<file path="src/hdl/hsw_map.vh">
`ifndef HSW_MAP_VH
`define HSW_MAP_VH
// ==========================================================
// register offsets (byte addresses)
`define HSW_ADDR_CFG_A 8'h00
`define HSW_ADDR_CFG_B 8'h04
`define HSW_ADDR_DUTY_A 8'h08
`define HSW_ADDR_DUTY_B 8'h0c
`define HSW_ADDR_FREQ 8'h10
`define HSW_ADDR_SUPPLY_CTRL 8'h14
`define HSW_ADDR_SUPPLY_STAT 8'h18
`define HSW_ADDR_OC_STAT 8'h1c
`define HSW_ADDR_OL_STAT 8'h20
`define HSW_ADDR_OUT_STAT 8'h24
// ==========================================================
// field positions and codes
`define HSW_SC_OV_DIS 0
`define HSW_SC_UV_DIS 1
`define HSW_SC_REC 2
`define HSW_CFG_OFF 3'h0
`define HSW_CFG_ON 3'h1
`define HSW_CFG_TMR_A 3'h2
`define HSW_CFG_TMR_B 3'h3
`define HSW_CFG_PWM_A 3'h4
`define HSW_CFG_PWM_B 3'h5
`define HSW_MODE_NORMAL 3'h0
`define HSW_MODE_STOP 3'h1
`define HSW_MODE_SLEEP 3'h2
`define HSW_MODE_RESTART 3'h3
`define HSW_MODE_FAILSAFE 3'h4
// ==========================================================
// reset values
`define HSW_RST_CFG 12'h000
`define HSW_RST_DUTY 8'h00
`define HSW_RST_FREQ 2'h0
`define HSW_RST_SC 3'h0
// ==========================================================
// timing
`define HSW_CLK_HZ 50000000
`define HSW_CLK_MHZ 50
`define HSW_OC_FILT_US 16
`define HSW_OL_FILT_US 64
`define HSW_OC_CYC (`HSW_OC_FILT_US * `HSW_CLK_MHZ)
`define HSW_OL_CYC (`HSW_OL_FILT_US * `HSW_CLK_MHZ)
`define HSW_PWM_LO_HZ 200
`define HSW_PWM_HI_HZ 400
`define HSW_PWM_STEPS 256
`define HSW_STEP_LO_CYC (`HSW_CLK_HZ / (`HSW_PWM_LO_HZ * `HSW_PWM_STEPS))
`define HSW_STEP_HI_CYC (`HSW_CLK_HZ / (`HSW_PWM_HI_HZ * `HSW_PWM_STEPS))
`endif

</file>
<file path="src/hdl/hsw_ctrl.v">
// Functional notes
// RULE1 - overvoltage turns outputs off unless disabled
// RULE2 - undervoltage turns outputs off unless disabled
// RULE3 - recovery bit restores, else configs cleared
// RULE4 - supply faults only in supply flags
// RULE5 - filtered overcurrent turns output off, flags
// RULE6 - overcurrent trip resets config to 000
// RULE7 - software restarts by writing on/timer code
// RULE8 - overcurrent flags sticky until software clears
// RULE9 - open load flags, output stays on
// RULE10 - open load flag sticky, clear once gone
// RULE11 - config writable only in normal mode
// RULE12 - restart or fail-safe switches outputs off
// RULE13 - protections and PWM active in stop/sleep
// RULE14 - two PWM generators, 8-bit duty each
// RULE15 - each generator 200 or 400 Hz
// RULE16 - config selects off/on/timers/PWMs
// RULE17 - PWM starts at once on assignment
// RULE18 - duty 1 gives no real pulse
// RULE19 - duty minimum for open load detection
// RULE20 - duty minimum for overcurrent detection
// RULE21 - open load confirmed after 64 us filter
// RULE22 - 256 steps, on for duty steps
`timescale 1ns/1ps
`include "hsw_map.vh"
module hsw_ctrl (
  input wire clk_sys,
  input wire rst_n,
  input wire [7:0] s_axi_awaddr,
  input wire s_axi_awvalid,
  output wire s_axi_awready,
  input wire [31:0] s_axi_wdata,
  input wire [3:0] s_axi_wstrb,
  input wire s_axi_wvalid,
  output wire s_axi_wready,
  output reg [1:0] s_axi_bresp,
  output reg s_axi_bvalid,
  input wire s_axi_bready,
  input wire [7:0] s_axi_araddr,
  input wire s_axi_arvalid,
  output wire s_axi_arready,
  output reg [31:0] s_axi_rdata,
  output reg [1:0] s_axi_rresp,
  output reg s_axi_rvalid,
  input wire s_axi_rready,
  input wire [2:0] power_mode,
  input wire timer_a_in,
  input wire timer_b_in,
  input wire switch_supply_ov_in,
  input wire switch_supply_uv_in,
  input wire [3:0] overcurrent_in,
  input wire [3:0] open_load_in,
  output reg [3:0] switched_output
);
  localparam integer OC_CYC_N = `HSW_OC_CYC;
  localparam integer OL_CYC_N = `HSW_OL_CYC;
  localparam [11:0] OC_CYC = OC_CYC_N[11:0];
  localparam [11:0] OL_CYC = OL_CYC_N[11:0];

  // ==========================================================
  // source select per output
  function sel_src;
    input [2:0] code;
    input t_a;
    input t_b;
    input p_a;
    input p_b;
    begin
      case (code)
        `HSW_CFG_ON: sel_src = 1'b1;
        `HSW_CFG_TMR_A: sel_src = t_a;
        `HSW_CFG_TMR_B: sel_src = t_b;
        `HSW_CFG_PWM_A: sel_src = p_a;
        `HSW_CFG_PWM_B: sel_src = p_b;
        default: sel_src = 1'b0;
      endcase
    end
  endfunction

  // ==========================================================
  // register state
  reg [11:0] output_config;
  reg [7:0] pwm_duty_a;
  reg [7:0] pwm_duty_b;
  reg [1:0] pwm_frequency_select;
  reg [2:0] supply_ctrl;
  reg [3:0] overcurrent_status;
  reg [3:0] open_load_status;
  reg [11:0] oc_cnt [0:3];
  reg [11:0] ol_cnt [0:3];
  reg [1:0] sync_ov;
  reg [1:0] sync_uv;
  reg [3:0] sync_oc_a;
  reg [3:0] sync_oc_b;
  reg [3:0] sync_ol_a;
  reg [3:0] sync_ol_b;
  reg fault_q;
  reg mode_off_q;
  reg aw_full;
  reg w_full;
  reg [7:0] aw_addr;
  reg [31:0] w_data;
  reg [3:0] w_strb;
  reg [3:0] oc_trip;
  reg [3:0] ol_hit;
  reg [3:0] next_drive;
  reg [31:0] next_rdata;
  reg next_rerr;
  wire pwm_a;
  wire pwm_b;
  wire switch_supply_overvoltage_flag;
  wire switch_supply_undervoltage_flag;
  wire supply_fault;
  wire fault_end;
  wire mode_normal;
  wire mode_off;
  wire mode_off_entry;
  wire wr_go;
  wire wr_lane0;
  integer i;
  integer j;
  integer k;

  // ==========================================================
  // input synchronisers
  always @(posedge clk_sys) begin
    if (!rst_n) begin
      sync_ov <= 2'h0;
      sync_uv <= 2'h0;
      sync_oc_a <= 4'h0;
      sync_oc_b <= 4'h0;
      sync_ol_a <= 4'h0;
      sync_ol_b <= 4'h0;
    end else begin
      sync_ov <= {sync_ov[0], switch_supply_ov_in};
      sync_uv <= {sync_uv[0], switch_supply_uv_in};
      sync_oc_a <= overcurrent_in;
      sync_oc_b <= sync_oc_a;
      sync_ol_a <= open_load_in;
      sync_ol_b <= sync_ol_a;
    end
  end

  assign switch_supply_overvoltage_flag = sync_ov[1]; // RULE4
  assign switch_supply_undervoltage_flag = sync_uv[1]; // RULE4

  // ==========================================================
  // supply fault and power mode
  assign supply_fault = (switch_supply_overvoltage_flag & ~supply_ctrl[`HSW_SC_OV_DIS]) | // RULE1
    (switch_supply_undervoltage_flag & ~supply_ctrl[`HSW_SC_UV_DIS]); // RULE2
  assign fault_end = fault_q & ~supply_fault;
  assign mode_normal = (power_mode == `HSW_MODE_NORMAL);
  assign mode_off = (power_mode == `HSW_MODE_RESTART) || (power_mode == `HSW_MODE_FAILSAFE);
  assign mode_off_entry = mode_off & ~mode_off_q;

  // ==========================================================
  // pwm generators
  hsw_pwm u_pwm_a (
    .clk_sys(clk_sys),
    .rst_n(rst_n),
    .freq_hi(pwm_frequency_select[0]),
    .duty(pwm_duty_a),
    .pwm_out(pwm_a)
  ); // RULE14
  hsw_pwm u_pwm_b (
    .clk_sys(clk_sys),
    .rst_n(rst_n),
    .freq_hi(pwm_frequency_select[1]),
    .duty(pwm_duty_b),
    .pwm_out(pwm_b)
  ); // RULE14

  // ==========================================================
  // output drive and filter terms
  always @* begin
    next_drive = 4'h0;
    oc_trip = 4'h0;
    ol_hit = 4'h0;
    for (i = 0; i < 4; i = i + 1) begin
      next_drive[i] = sel_src(output_config[3*i +: 3], timer_a_in, timer_b_in,
        pwm_a, pwm_b) & ~supply_fault & ~mode_off; // RULE16 RULE17 RULE13 RULE12
      oc_trip[i] = (oc_cnt[i] >= OC_CYC); // RULE5
      ol_hit[i] = (ol_cnt[i] >= OL_CYC); // RULE21
    end
  end

  always @(posedge clk_sys) begin
    if (!rst_n) begin
      switched_output <= 4'h0;
      fault_q <= 1'b0;
      mode_off_q <= 1'b0;
      for (j = 0; j < 4; j = j + 1) begin
        oc_cnt[j] <= 12'h000;
        ol_cnt[j] <= 12'h000;
      end
    end else begin
      switched_output <= next_drive & ~oc_trip; // RULE5
      fault_q <= supply_fault;
      mode_off_q <= mode_off;
      for (j = 0; j < 4; j = j + 1) begin
        if (switched_output[j] && sync_oc_b[j] && !oc_trip[j])
          oc_cnt[j] <= oc_cnt[j] + 12'h001; // RULE5
        else if (!switched_output[j] || !sync_oc_b[j])
          oc_cnt[j] <= 12'h000;
        if (switched_output[j] && sync_ol_b[j]) begin
          if (!ol_hit[j])
            ol_cnt[j] <= ol_cnt[j] + 12'h001; // RULE21
        end else if (!sync_ol_b[j]) begin
          ol_cnt[j] <= 12'h000;
        end
      end
    end
  end

  // ==========================================================
  // axi4-lite write channel
  assign s_axi_awready = ~aw_full & ~s_axi_bvalid;
  assign s_axi_wready = ~w_full & ~s_axi_bvalid;
  assign wr_go = aw_full & w_full & ~s_axi_bvalid;
  assign wr_lane0 = wr_go & w_strb[0];

  always @(posedge clk_sys) begin
    if (!rst_n) begin
      aw_full <= 1'b0;
      w_full <= 1'b0;
      aw_addr <= 8'h00;
      w_data <= 32'h00000000;
      w_strb <= 4'h0;
      s_axi_bvalid <= 1'b0;
      s_axi_bresp <= 2'h0;
    end else begin
      if (s_axi_awvalid && s_axi_awready) begin
        aw_full <= 1'b1;
        aw_addr <= s_axi_awaddr;
      end
      if (s_axi_wvalid && s_axi_wready) begin
        w_full <= 1'b1;
        w_data <= s_axi_wdata;
        w_strb <= s_axi_wstrb;
      end
      if (wr_go) begin
        aw_full <= 1'b0;
        w_full <= 1'b0;
        s_axi_bvalid <= 1'b1;
        s_axi_bresp <= (aw_addr > `HSW_ADDR_OUT_STAT || aw_addr[1:0] != 2'h0) ? 2'h2 : 2'h0;
      end else if (s_axi_bready) begin
        s_axi_bvalid <= 1'b0;
      end
    end
  end

  // ==========================================================
  // register writes and hardware updates
  always @(posedge clk_sys) begin
    if (!rst_n) begin
      output_config <= `HSW_RST_CFG;
      pwm_duty_a <= `HSW_RST_DUTY;
      pwm_duty_b <= `HSW_RST_DUTY;
      pwm_frequency_select <= `HSW_RST_FREQ;
      supply_ctrl <= `HSW_RST_SC;
      overcurrent_status <= 4'h0;
      open_load_status <= 4'h0;
    end else begin
      if (wr_lane0 && mode_normal && aw_addr == `HSW_ADDR_CFG_A)
        output_config[5:0] <= w_data[5:0]; // RULE11
      if (wr_lane0 && mode_normal && aw_addr == `HSW_ADDR_CFG_B)
        output_config[11:6] <= w_data[5:0]; // RULE11
      if (wr_lane0 && aw_addr == `HSW_ADDR_DUTY_A)
        pwm_duty_a <= w_data[7:0];
      if (wr_lane0 && aw_addr == `HSW_ADDR_DUTY_B)
        pwm_duty_b <= w_data[7:0];
      if (wr_lane0 && aw_addr == `HSW_ADDR_FREQ)
        pwm_frequency_select <= w_data[1:0]; // RULE15
      if (wr_lane0 && aw_addr == `HSW_ADDR_SUPPLY_CTRL)
        supply_ctrl <= w_data[2:0];
      if (fault_end && !supply_ctrl[`HSW_SC_REC])
        output_config <= `HSW_RST_CFG; // RULE3
      if (mode_off_entry)
        output_config <= `HSW_RST_CFG; // RULE12
      for (k = 0; k < 4; k = k + 1)
        if (oc_trip[k])
          output_config[3*k +: 3] <= `HSW_CFG_OFF; // RULE6
      // clear by writing one, hardware set wins
      overcurrent_status <= (overcurrent_status &
        ~((wr_lane0 && aw_addr == `HSW_ADDR_OC_STAT) ? w_data[3:0] : 4'h0)) | oc_trip; // RULE8
      open_load_status <= (open_load_status &
        ~((wr_lane0 && aw_addr == `HSW_ADDR_OL_STAT) ? w_data[3:0] : 4'h0)) | ol_hit; // RULE9 RULE10
    end
  end

  // ==========================================================
  // axi4-lite read channel
  assign s_axi_arready = ~s_axi_rvalid;

  always @* begin
    next_rdata = 32'h00000000;
    next_rerr = 1'b0;
    case (s_axi_araddr)
      `HSW_ADDR_CFG_A: next_rdata[5:0] = output_config[5:0];
      `HSW_ADDR_CFG_B: next_rdata[5:0] = output_config[11:6];
      `HSW_ADDR_DUTY_A: next_rdata[7:0] = pwm_duty_a;
      `HSW_ADDR_DUTY_B: next_rdata[7:0] = pwm_duty_b;
      `HSW_ADDR_FREQ: next_rdata[1:0] = pwm_frequency_select;
      `HSW_ADDR_SUPPLY_CTRL: next_rdata[2:0] = supply_ctrl;
      `HSW_ADDR_SUPPLY_STAT: next_rdata[1:0] = {switch_supply_undervoltage_flag,
        switch_supply_overvoltage_flag}; // RULE4
      `HSW_ADDR_OC_STAT: next_rdata[3:0] = overcurrent_status;
      `HSW_ADDR_OL_STAT: next_rdata[3:0] = open_load_status;
      `HSW_ADDR_OUT_STAT: next_rdata[3:0] = switched_output;
      default: next_rerr = 1'b1;
    endcase
  end

  always @(posedge clk_sys) begin
    if (!rst_n) begin
      s_axi_rvalid <= 1'b0;
      s_axi_rdata <= 32'h00000000;
      s_axi_rresp <= 2'h0;
    end else if (s_axi_arvalid && s_axi_arready) begin
      s_axi_rvalid <= 1'b1;
      s_axi_rdata <= next_rdata;
      s_axi_rresp <= next_rerr ? 2'h2 : 2'h0;
    end else if (s_axi_rready) begin
      s_axi_rvalid <= 1'b0;
    end
  end
endmodule // hsw_ctrl

</file>
<file path="src/hdl/hsw_pwm.v">
`timescale 1ns/1ps
`include "hsw_map.vh"
module hsw_pwm (
  input wire clk_sys,
  input wire rst_n,
  input wire freq_hi,
  input wire [7:0] duty,
  output reg pwm_out
);
  localparam integer STEP_LO_N = `HSW_STEP_LO_CYC;
  localparam integer STEP_HI_N = `HSW_STEP_HI_CYC;
  localparam [9:0] STEP_LO = STEP_LO_N[9:0];
  localparam [9:0] STEP_HI = STEP_HI_N[9:0];
  reg [9:0] presc;
  reg [7:0] step;
  wire [9:0] step_last;
  wire step_tick;

  // ==========================================================
  // step divider, 256 steps per period
  assign step_last = freq_hi ? (STEP_HI - 10'h001) : (STEP_LO - 10'h001); // RULE15
  assign step_tick = (presc >= step_last);

  always @(posedge clk_sys) begin
    if (!rst_n) begin
      presc <= 10'h000;
      step <= 8'h00;
      pwm_out <= 1'b0;
    end else begin
      if (step_tick) begin
        presc <= 10'h000;
        step <= step + 8'h01; // RULE22
      end else begin
        presc <= presc + 10'h001;
      end
      pwm_out <= (step < duty); // RULE22
    end
  end
endmodule // hsw_pwm

</file>
<file path="config.mk">
export PLATFORM = sky130hd
export DESIGN_NAME = hsw_ctrl
export DESIGN_NICKNAME = d
export VERILOG_FILES = /design/src/hdl/hsw_ctrl.v /design/src/hdl/hsw_pwm.v
export VERILOG_INCLUDE_DIRS = /design/src /design/src/hdl
export SDC_FILE = /design/constraint.sdc
export NUM_CORES = 1
export LEC_CHECK = 0
export ABC_AREA = 0
export BUFFER_PORTS_ARGS = -buffer_cell sky130_fd_sc_hd__buf_2
export CAP_MARGIN = 20
export CORE_UTILIZATION = 59
export CTS_CLUSTER_SIZE = 10
export DETAILED_ROUTE_END_ITERATION = 12
export PLACE_DENSITY = 0.8
export SYNTH_ARGS = -nofsm -noshare
export SYNTH_HDL_FRONTEND = slang
export SYNTH_SLANG_ARGS = --single-unit
</file>
<file path="constraint.sdc">
create_clock -name clk_sys -period 2.5 [get_ports clk_sys]
set_input_delay 0.5 -clock clk_sys [delete_from_list [all_inputs] [get_ports clk_sys]]
set_output_delay 0.5 -clock clk_sys [all_outputs]
set_load 0.005 [all_outputs]
</file>
==> results of run 1 <==
-- through the flow --
| stage | hold slack [ns] | cells | util | total power (uW) | worst slack [ns] |
|---|---|---|---|---|---|
| after floorplan | 0.4119 | 1183 | - | 4377 | 0.3706 |
| after global placement | 0.4173 | 1436 | 0.6292 | 4464 | 0.4070 |
| after detailed placement | 0.4196 | 1436 | 0.6292 | 4477 | 0.4107 |
| after CTS | 0.1754 | 1479 | 0.6703 | 7911 | 0.3787 |
| after global routing | 0.1818 | 1479 | 0.6703 | 8114 | 0.1885 |
| final | 0.1844 | 1482 | 0.6707 | 7860 | 0.4028 |
-- metal layers --
layer	global-route usage	share of wire	vias to the layer above
li1	-	-	4129
met1	0.3114	0.45	3826
met2	0.3921	0.47	185
met3	0.03235	0.048	49
met4	0.07114	0.025	0
met5	0	0	-
-- registers in the layout, indices dropped and copies added, names as in the netlist, 10 cells and up --
signal	flops
output_config	12
oc_cnt	48
u_pwm_a.presc	10
ol_cnt	48
u_pwm_b.presc	10
-- worst min-delay path by stage --
stage                 startpoint            to  cells after the start
6_report         open_load_in[3]  sync_ol_a[3]                      2
5_1_grt        overcurrent_in[3]  sync_oc_a[3]                      2
4_1_cts        overcurrent_in[3]  sync_oc_a[3]                      2
3_5_place_dp        sync_ol_a[3]  sync_ol_b[3]                      1
3_3_place_gp        sync_oc_a[2]  sync_oc_b[2]                      1
2_1_floorplan       sync_oc_a[0]  sync_oc_b[0]                      1
-- power by group --
part / leakage [uW] / internal (uW) / switching [uW]
Sequential: 0.00226 / 4010 / 77.2
Combinational: 0.00223 / 126 / 196
Clock: 0.000370 / 2060 / 1400
Total: 0.00486 / 6190 / 1670
-- critical path: cells and delay by family (launching register included) --
kind / cells / cell delay (ns)
flops: 1 / 0.45
simple gates: 3 / 0.91
compound gates: 1 / 0.44
buf+inv: 1 / 0.14
-- final cells by class --
class / count / share of cell area
Inverter: 66 / 0.01981
Timing Repair Buffer: 81 / 0.03683
Sequential cell: 232 / 0.4483
Clock buffer: 43 / 0.06124
Multi-Input combinational cell: 823 / 0.4098
Tap cell: 234 / 0.02342
Antenna cell: 3 / 0.0006004
-- kinds of logic (layout without fill, tap and decap cells) --
group | count (synthesis) | after routing
DFF | 232 | 232
xor gates and xnor gates | 81 | 81
and+or+nand+nor | 463 | 463
AOI/OAI and AO/OA | 162 | 162
buffers and inverters | 128 | 190
adders and majority gates | 40 | 40
other | 1 | 37
muxes | 43 | 43
-- cells in the mapped netlist (all sizes together) (5+ instances only) --
master  count  area, um^2
a21oi      24       120.1
mux2i      41       410.4
xor2       49       429.2
a31oi      22       137.6
nand3      69       345.3
and2       34       212.7
dfxtp     136        2723
and3       23       143.9
nand3b      5       37.54
nand4      23       165.2
xnor2      32       280.3
nor2b      18       112.6
a21boi     28       210.2
nand2b      7       43.79
o311ai      8       70.07
nor3       20       100.1
o21ai      50       250.2
ha         40       500.5
edfxtp     96        2883
nor2      131       499.2
or3        11       68.82
buf        32       237.7
nand2     103       396.6
inv        66       247.7
clkbuf     30       112.6
==> reports/qor.yml, run 1 <==
finish:
  drive_gt1_frac: 0.09960
  multi_input_area_mm2: 0.005124
  fillers: 1468
  nNetsFinal: 1345
  fin_area_mm2: 0.01250
  area_growth_pct: 11.60
  final_common_cell: "dfxtp_1"
  final_cell_mix: "136 x dfxtp_1, 130 x nor2_1, 101 x nand2_1, 96 x edfxtp_1, 69 x nand3_1"
  regArea_mm2: 0.005605
critical_path:
  cp-end-kind: "flip-flop"
  max_stage_delay_ns: 0.45
  slowest_stage: "edfxtp_1"
  crit_fanout: 10
  reg2reg_from: "oc_cnt[0][7]"
  crit_end: "oc_cnt[0][3]"
  r2r_slack_ns: 0.40
  reg2regPathDepth: 5
  start_kind: "flip-flop"
  cp_cell_sequence: "o311ai_0 -> nand2_1 -> inv_1 -> nand4_1 -> nor2_1"
  worst-endpoint-arrival_ns: 2.46
  crit_path_start: "oc_cnt[0][7]"
  required_ns: 2.86
  critical_path_class: "reg -> reg"
  r2r-end: "oc_cnt[0][3]"
global_routing:
  antenna_found_initial: 0
  grt_pass1_wl_mm: 37.00
  grt_overflow: 0
  grt_max_degree: 74
  first_global_vias: 7673
  track_usage: 0.2329
min_path:
  worstHoldPathType: "in -> reg"
logic_synthesis:
  ys_warn_count: 0
  synth_xor_area_frac: 0.06332
  ys_types: 61
  synthSimpleGateAreaFrac: 0.2057
  async_flop_share: 0
  synth-seq-cells: 232
  synthAdderAreaFrac: 0.04467
  syn-mean-instance-area_um2: 9.742
  synth_edf_count: 96
  muxShareOfSynthArea: 0.03965
  syn_inst: 1150
  synth_top_family_by_area: "simple AND/OR/NAND/NOR gates"
  synth-compound-area-share: 0.09258
  ys_seq_area_frac: 0.5003
  synth-main-ff-cell: "dfxtp_1"
  synth_area_mm2: 0.01120
drt:
  wl_per_cell_um: 15.19
  drt-initial-drc-count: 497
  ant_nets: 0
  wirelength_mm: 22.51
  via_per_inst: 5.526
  first_pass_iters: 4
  num_vias: 8189
  drc_errors: 0
place:
  io_buffers: 65
  routabilityCongestion: 0.8633
  dpl_cell_area_mm2: 0.01173
  dpl.hpwl_mm: 15.92
die:
  rows: 50
  io_pins: 119
  die_w_um: 139.8
  die_y_um: 139.8
  start_util: 0.6009
  core_area_mm2: 0.01864
  die-area_mm2: 0.01954
clock_tree:
  clockRootBuffer: "clkbuf_16"
  cts_hold_buffers: 0
  insertion_delay_ns: 0.52
  cts_tree: "done"
  cts_inserted_buffers: 27
  cts_resized: 0
  cts_buffer_depth: 3
  cts_htree_levels: 1
  clkTransAtPathRegs_ns: 0.06
  post_cts_buffers: 0
  cts.sinks: 232
timing:
  timing.fmax_mhz: 476.8
  drv_slew: 0
  setup_violations: 0
  finalHoldViolCount: 0
  period_share: 0.8389
  setup_tns_ns: 0
  fin_skew_ns: 0.009880
  worst_pin_slew_ns: 0.6178
  rsz0062_at_grt: "no"
  slew-limit-headroom: 0.5824
  fin_crit_ns: 2.097
power_and_ir_drop:
  p_per_area_mw_per_mm2: 628.6
  p_leak_uw: 0.004857
  vdd_drop_max_v: 0.0004989
flow_run:
  cap_violations: 0
status:
  status: "complete, no violations"
Power figures use the tool's default switching activity.
==> run 2: changes to the inputs <==
==> constraint.sdc (replaced) <==
create_clock -name clk_sys -period 2.1 [get_ports clk_sys]
set_input_delay 0.42 -clock clk_sys [delete_from_list [all_inputs] [get_ports clk_sys]]
set_output_delay 0.42 -clock clk_sys [all_outputs]
set_load 0.005 [all_outputs]
==> reports/qor.yml, run 2 (same netlist as run 1, synthesis figures left out) <==
global_routing:
  antenna_found_initial: 0  # unchanged
  grt_pass1_wl_mm: 38.45  # was 37.00 mm
  grt_util_met2: 0.4037  # was 0.3921
  busiest_layer: "met2"  # unchanged
  grt_util_met1: 0.3208  # was 0.3114
  grt_max_degree: 75  # was 74
  grt_use_met3: 0.02959  # was 0.03235
  grt_overflow: 0  # unchanged
  track_usage: 0.2387  # was 0.2329
  first_global_vias: 8114  # was 7673
critical_path:
  worst-endpoint-arrival_ns: 2.39  # was 2.46 ns
  required_ns: 2.56  # was 2.86 ns
  r2r_slack_ns: 0.16  # was 0.40 ns
  max_stage_delay_ns: 0.52  # was 0.45 ns
  crit_family: "simple AND/OR/NAND/NOR gates"  # unchanged
  cp.buffers_inverters: 0  # was 1
  cp_cell_sequence: "ha_1 -> and4_1 -> a21oi_1 -> and2_2 -> or4_1 -> a21boi_1"  # was o311ai_0 -> nand2_1 -> inv_1 -> nand4_1 -> nor2_1
  start_kind: "flip-flop"  # unchanged
  crit_fanout: 10  # unchanged
  cp-end-kind: "flip-flop"  # unchanged
  critical_path_class: "reg -> reg"  # unchanged
  slowest_stage: "or4_1"  # was edfxtp_1
drt:
  drt-initial-drc-count: 587  # was 497
  ant_nets: 0  # unchanged
  wirelength_mm: 22.99  # was 22.51 mm
  num_vias: 8320  # was 8189
  via_per_inst: 5.539  # was 5.526
  drc_errors: 0  # unchanged
  first_pass_iters: 8  # was 4
  wl_per_cell_um: 15.31  # was 15.19 um
finish:
  final_common_cell: "dfxtp_1"  # unchanged
  largest_registers: "oc_cnt: 48 flops, ol_cnt: 48 flops, output_config: 12 flops"  # unchanged
  drive_gt1_frac: 0.1152  # was 0.09960
  nNetsFinal: 1366  # was 1345
  instances_no_fill: 1502  # was 1482
  final_cell_mix: "135 x dfxtp_1, 130 x nor2_1, 101 x nand2_1, 96 x edfxtp_1, 69 x nand3_1"  # was 136 x dfxtp_1, 130 x nor2_1, 101 x nand2_1, 96 x edfxtp_1, 69 x nand3_1
  area_growth_pct: 12.95  # was 11.60%
  fillers: 1445  # was 1468
clock_tree:
  cts_inserted_buffers: 27  # unchanged
  clockRootBuffer: "clkbuf_16"  # unchanged
  cts_hold_buffers: 0  # unchanged
  cts_buffer_depth: 3  # unchanged
  cts_tree: "done"  # unchanged
  cts.sinks: 232  # unchanged
  insertion_delay_ns: 0.52  # about the same
  cts_htree_levels: 1  # unchanged
  clkTransAtPathRegs_ns: 0.06  # about the same
  post_cts_buffers: 0  # unchanged
timing:
  fin_skew_ns: 0.009792  # was 0.009880 ns
  timing.fmax_mhz: 516.7  # was 476.8 MHz
  holdWs_ns: 0.09792  # was 0.1844 ns
  fin_crit_ns: 1.935  # was 2.097 ns
  period_share: 0.9216  # was 0.8389
  finalHoldViolCount: 0  # unchanged
  rsz0062_at_grt: "yes"  # was no
  slew-limit-headroom: 0.5757  # was 0.5824
  setup_violations: 0  # unchanged
  drv_slew: 0  # unchanged
  setup_tns_ns: 0  # unchanged
  worst_pin_slew_ns: 0.6306  # was 0.6178 ns
status:
  status: "complete, no violations"  # unchanged
die:
  die-area_mm2: 0.01954  # unchanged
  die_w_um: 139.8  # unchanged
  die_y_um: 139.8  # unchanged
  rows: 50  # unchanged
  start_util: 0.6009  # unchanged
  core_area_mm2: 0.01864  # unchanged
  io_pins: 119  # unchanged
place:
  dp.cells: 1457  # was 1436
  dpl.hpwl_mm: 16.42  # was 15.92 mm
  io_buffers: 65  # unchanged
  routabilityCongestion: 0.9043  # was 0.8633
power_and_ir_drop:
  vdd_drop_max_v: 0.0006670  # was 0.0004989 V
  p_leak_uw: 0.004945  # was 0.004857 uW
  seq_power_share: 0.520  # about the same
  p_sw_frac: 0.2194  # was 0.2123
  switchingPower_uw: 2050  # was 1669 uW
  intPower_uw: 7295  # was 6191 uW
  p_clk_frac: 0.438  # was 0.439
  combPwrFrac: 0.043  # was 0.041
  p_per_area_mw_per_mm2: 738.5  # was 628.6 mW/mm^2
min_path:
  worstHoldPathType: "in -> reg"  # unchanged
flow_run:
  cap_violations: 0  # unchanged
==> run 2: cell count changes in the layout (fill, tap and decap cells not counted), moves of 2 or more <==
cell	change
clkbuf_8	-3
inv_6	+2
diode_2	-2
buf_4	+20
clkbuf_1	+2
==> run 2: worst paths after layout <==
kind / from / endpoint / cells after the start
max: pwm_frequency_select[0] / u_pwm_a.step[7] / 6
min: overcurrent_in[3] / sync_oc_a[3] / 2
max reg2reg: pwm_frequency_select[0] / u_pwm_a.step[7] / 6
min reg2reg: sync_ol_a[0] / sync_ol_b[0] / 1
==> run 2: per-stage QoR <==
stage / total power (uW) / setup WS [ns] / area (um^2) / utilization
after floorplan: 5211 / 0.05057 / 11330 / -
after global routing: 9660 / -0.007872 / 12650 / 0.6787
after detailed placement: 5341 / 0.09190 / 11900 / 0.6383
after CTS: 9407 / 0.08074 / 12650 / 0.6785
after global placement: 5328 / 0.1440 / 11900 / 0.6383
final: 9346 / 0.1647 / 12650 / 0.6788
==> run 2: cell type report <==
cell class,count,area (um^2),area share
multi-input cells,823,5125,0.4050
inverters,66,247.7,0.01958
clock inverters,2,17.52,0.001384
clock buffers,42,732.0,0.05784
diodes,1,2.502,0.0001977
flip-flops and latches,232,5607,0.4431
well taps,234,292.8,0.02314
repair buffers,102,630.6,0.04983
==> run 2: repair_timing <==
action	CTS	global route
endpoints found under the setup margin	0	12
gates resized for setup	0	3
hold endpoints to repair	0	0
==> run 2: per-layer routing <==
metal | vias up | wire length, um | part of all wire
li1 | 4158 | - | -
met2 | 222 | 10930 | 0.48
met3 | 46 | 1237 | 0.054
met4 | 0 | 479 | 0.021
met1 | 3894 | 10340 | 0.45
met5 | - | 0 | 0
==> run 2: power groups by stage <==
| stage | Clock, uW | Combinational [uW] | Sequential [uW] |
|---|---|---|---|
| after detailed placement | 0 | 392 | 4950 |
| after floorplan | 0 | 292 | 4920 |
| after global placement | 0 | 382 | 4950 |
| final | 4090 | 397 | 4860 |
| after CTS | 4160 | 396 | 4860 |
| after global routing | 4350 | 444 | 4870 |
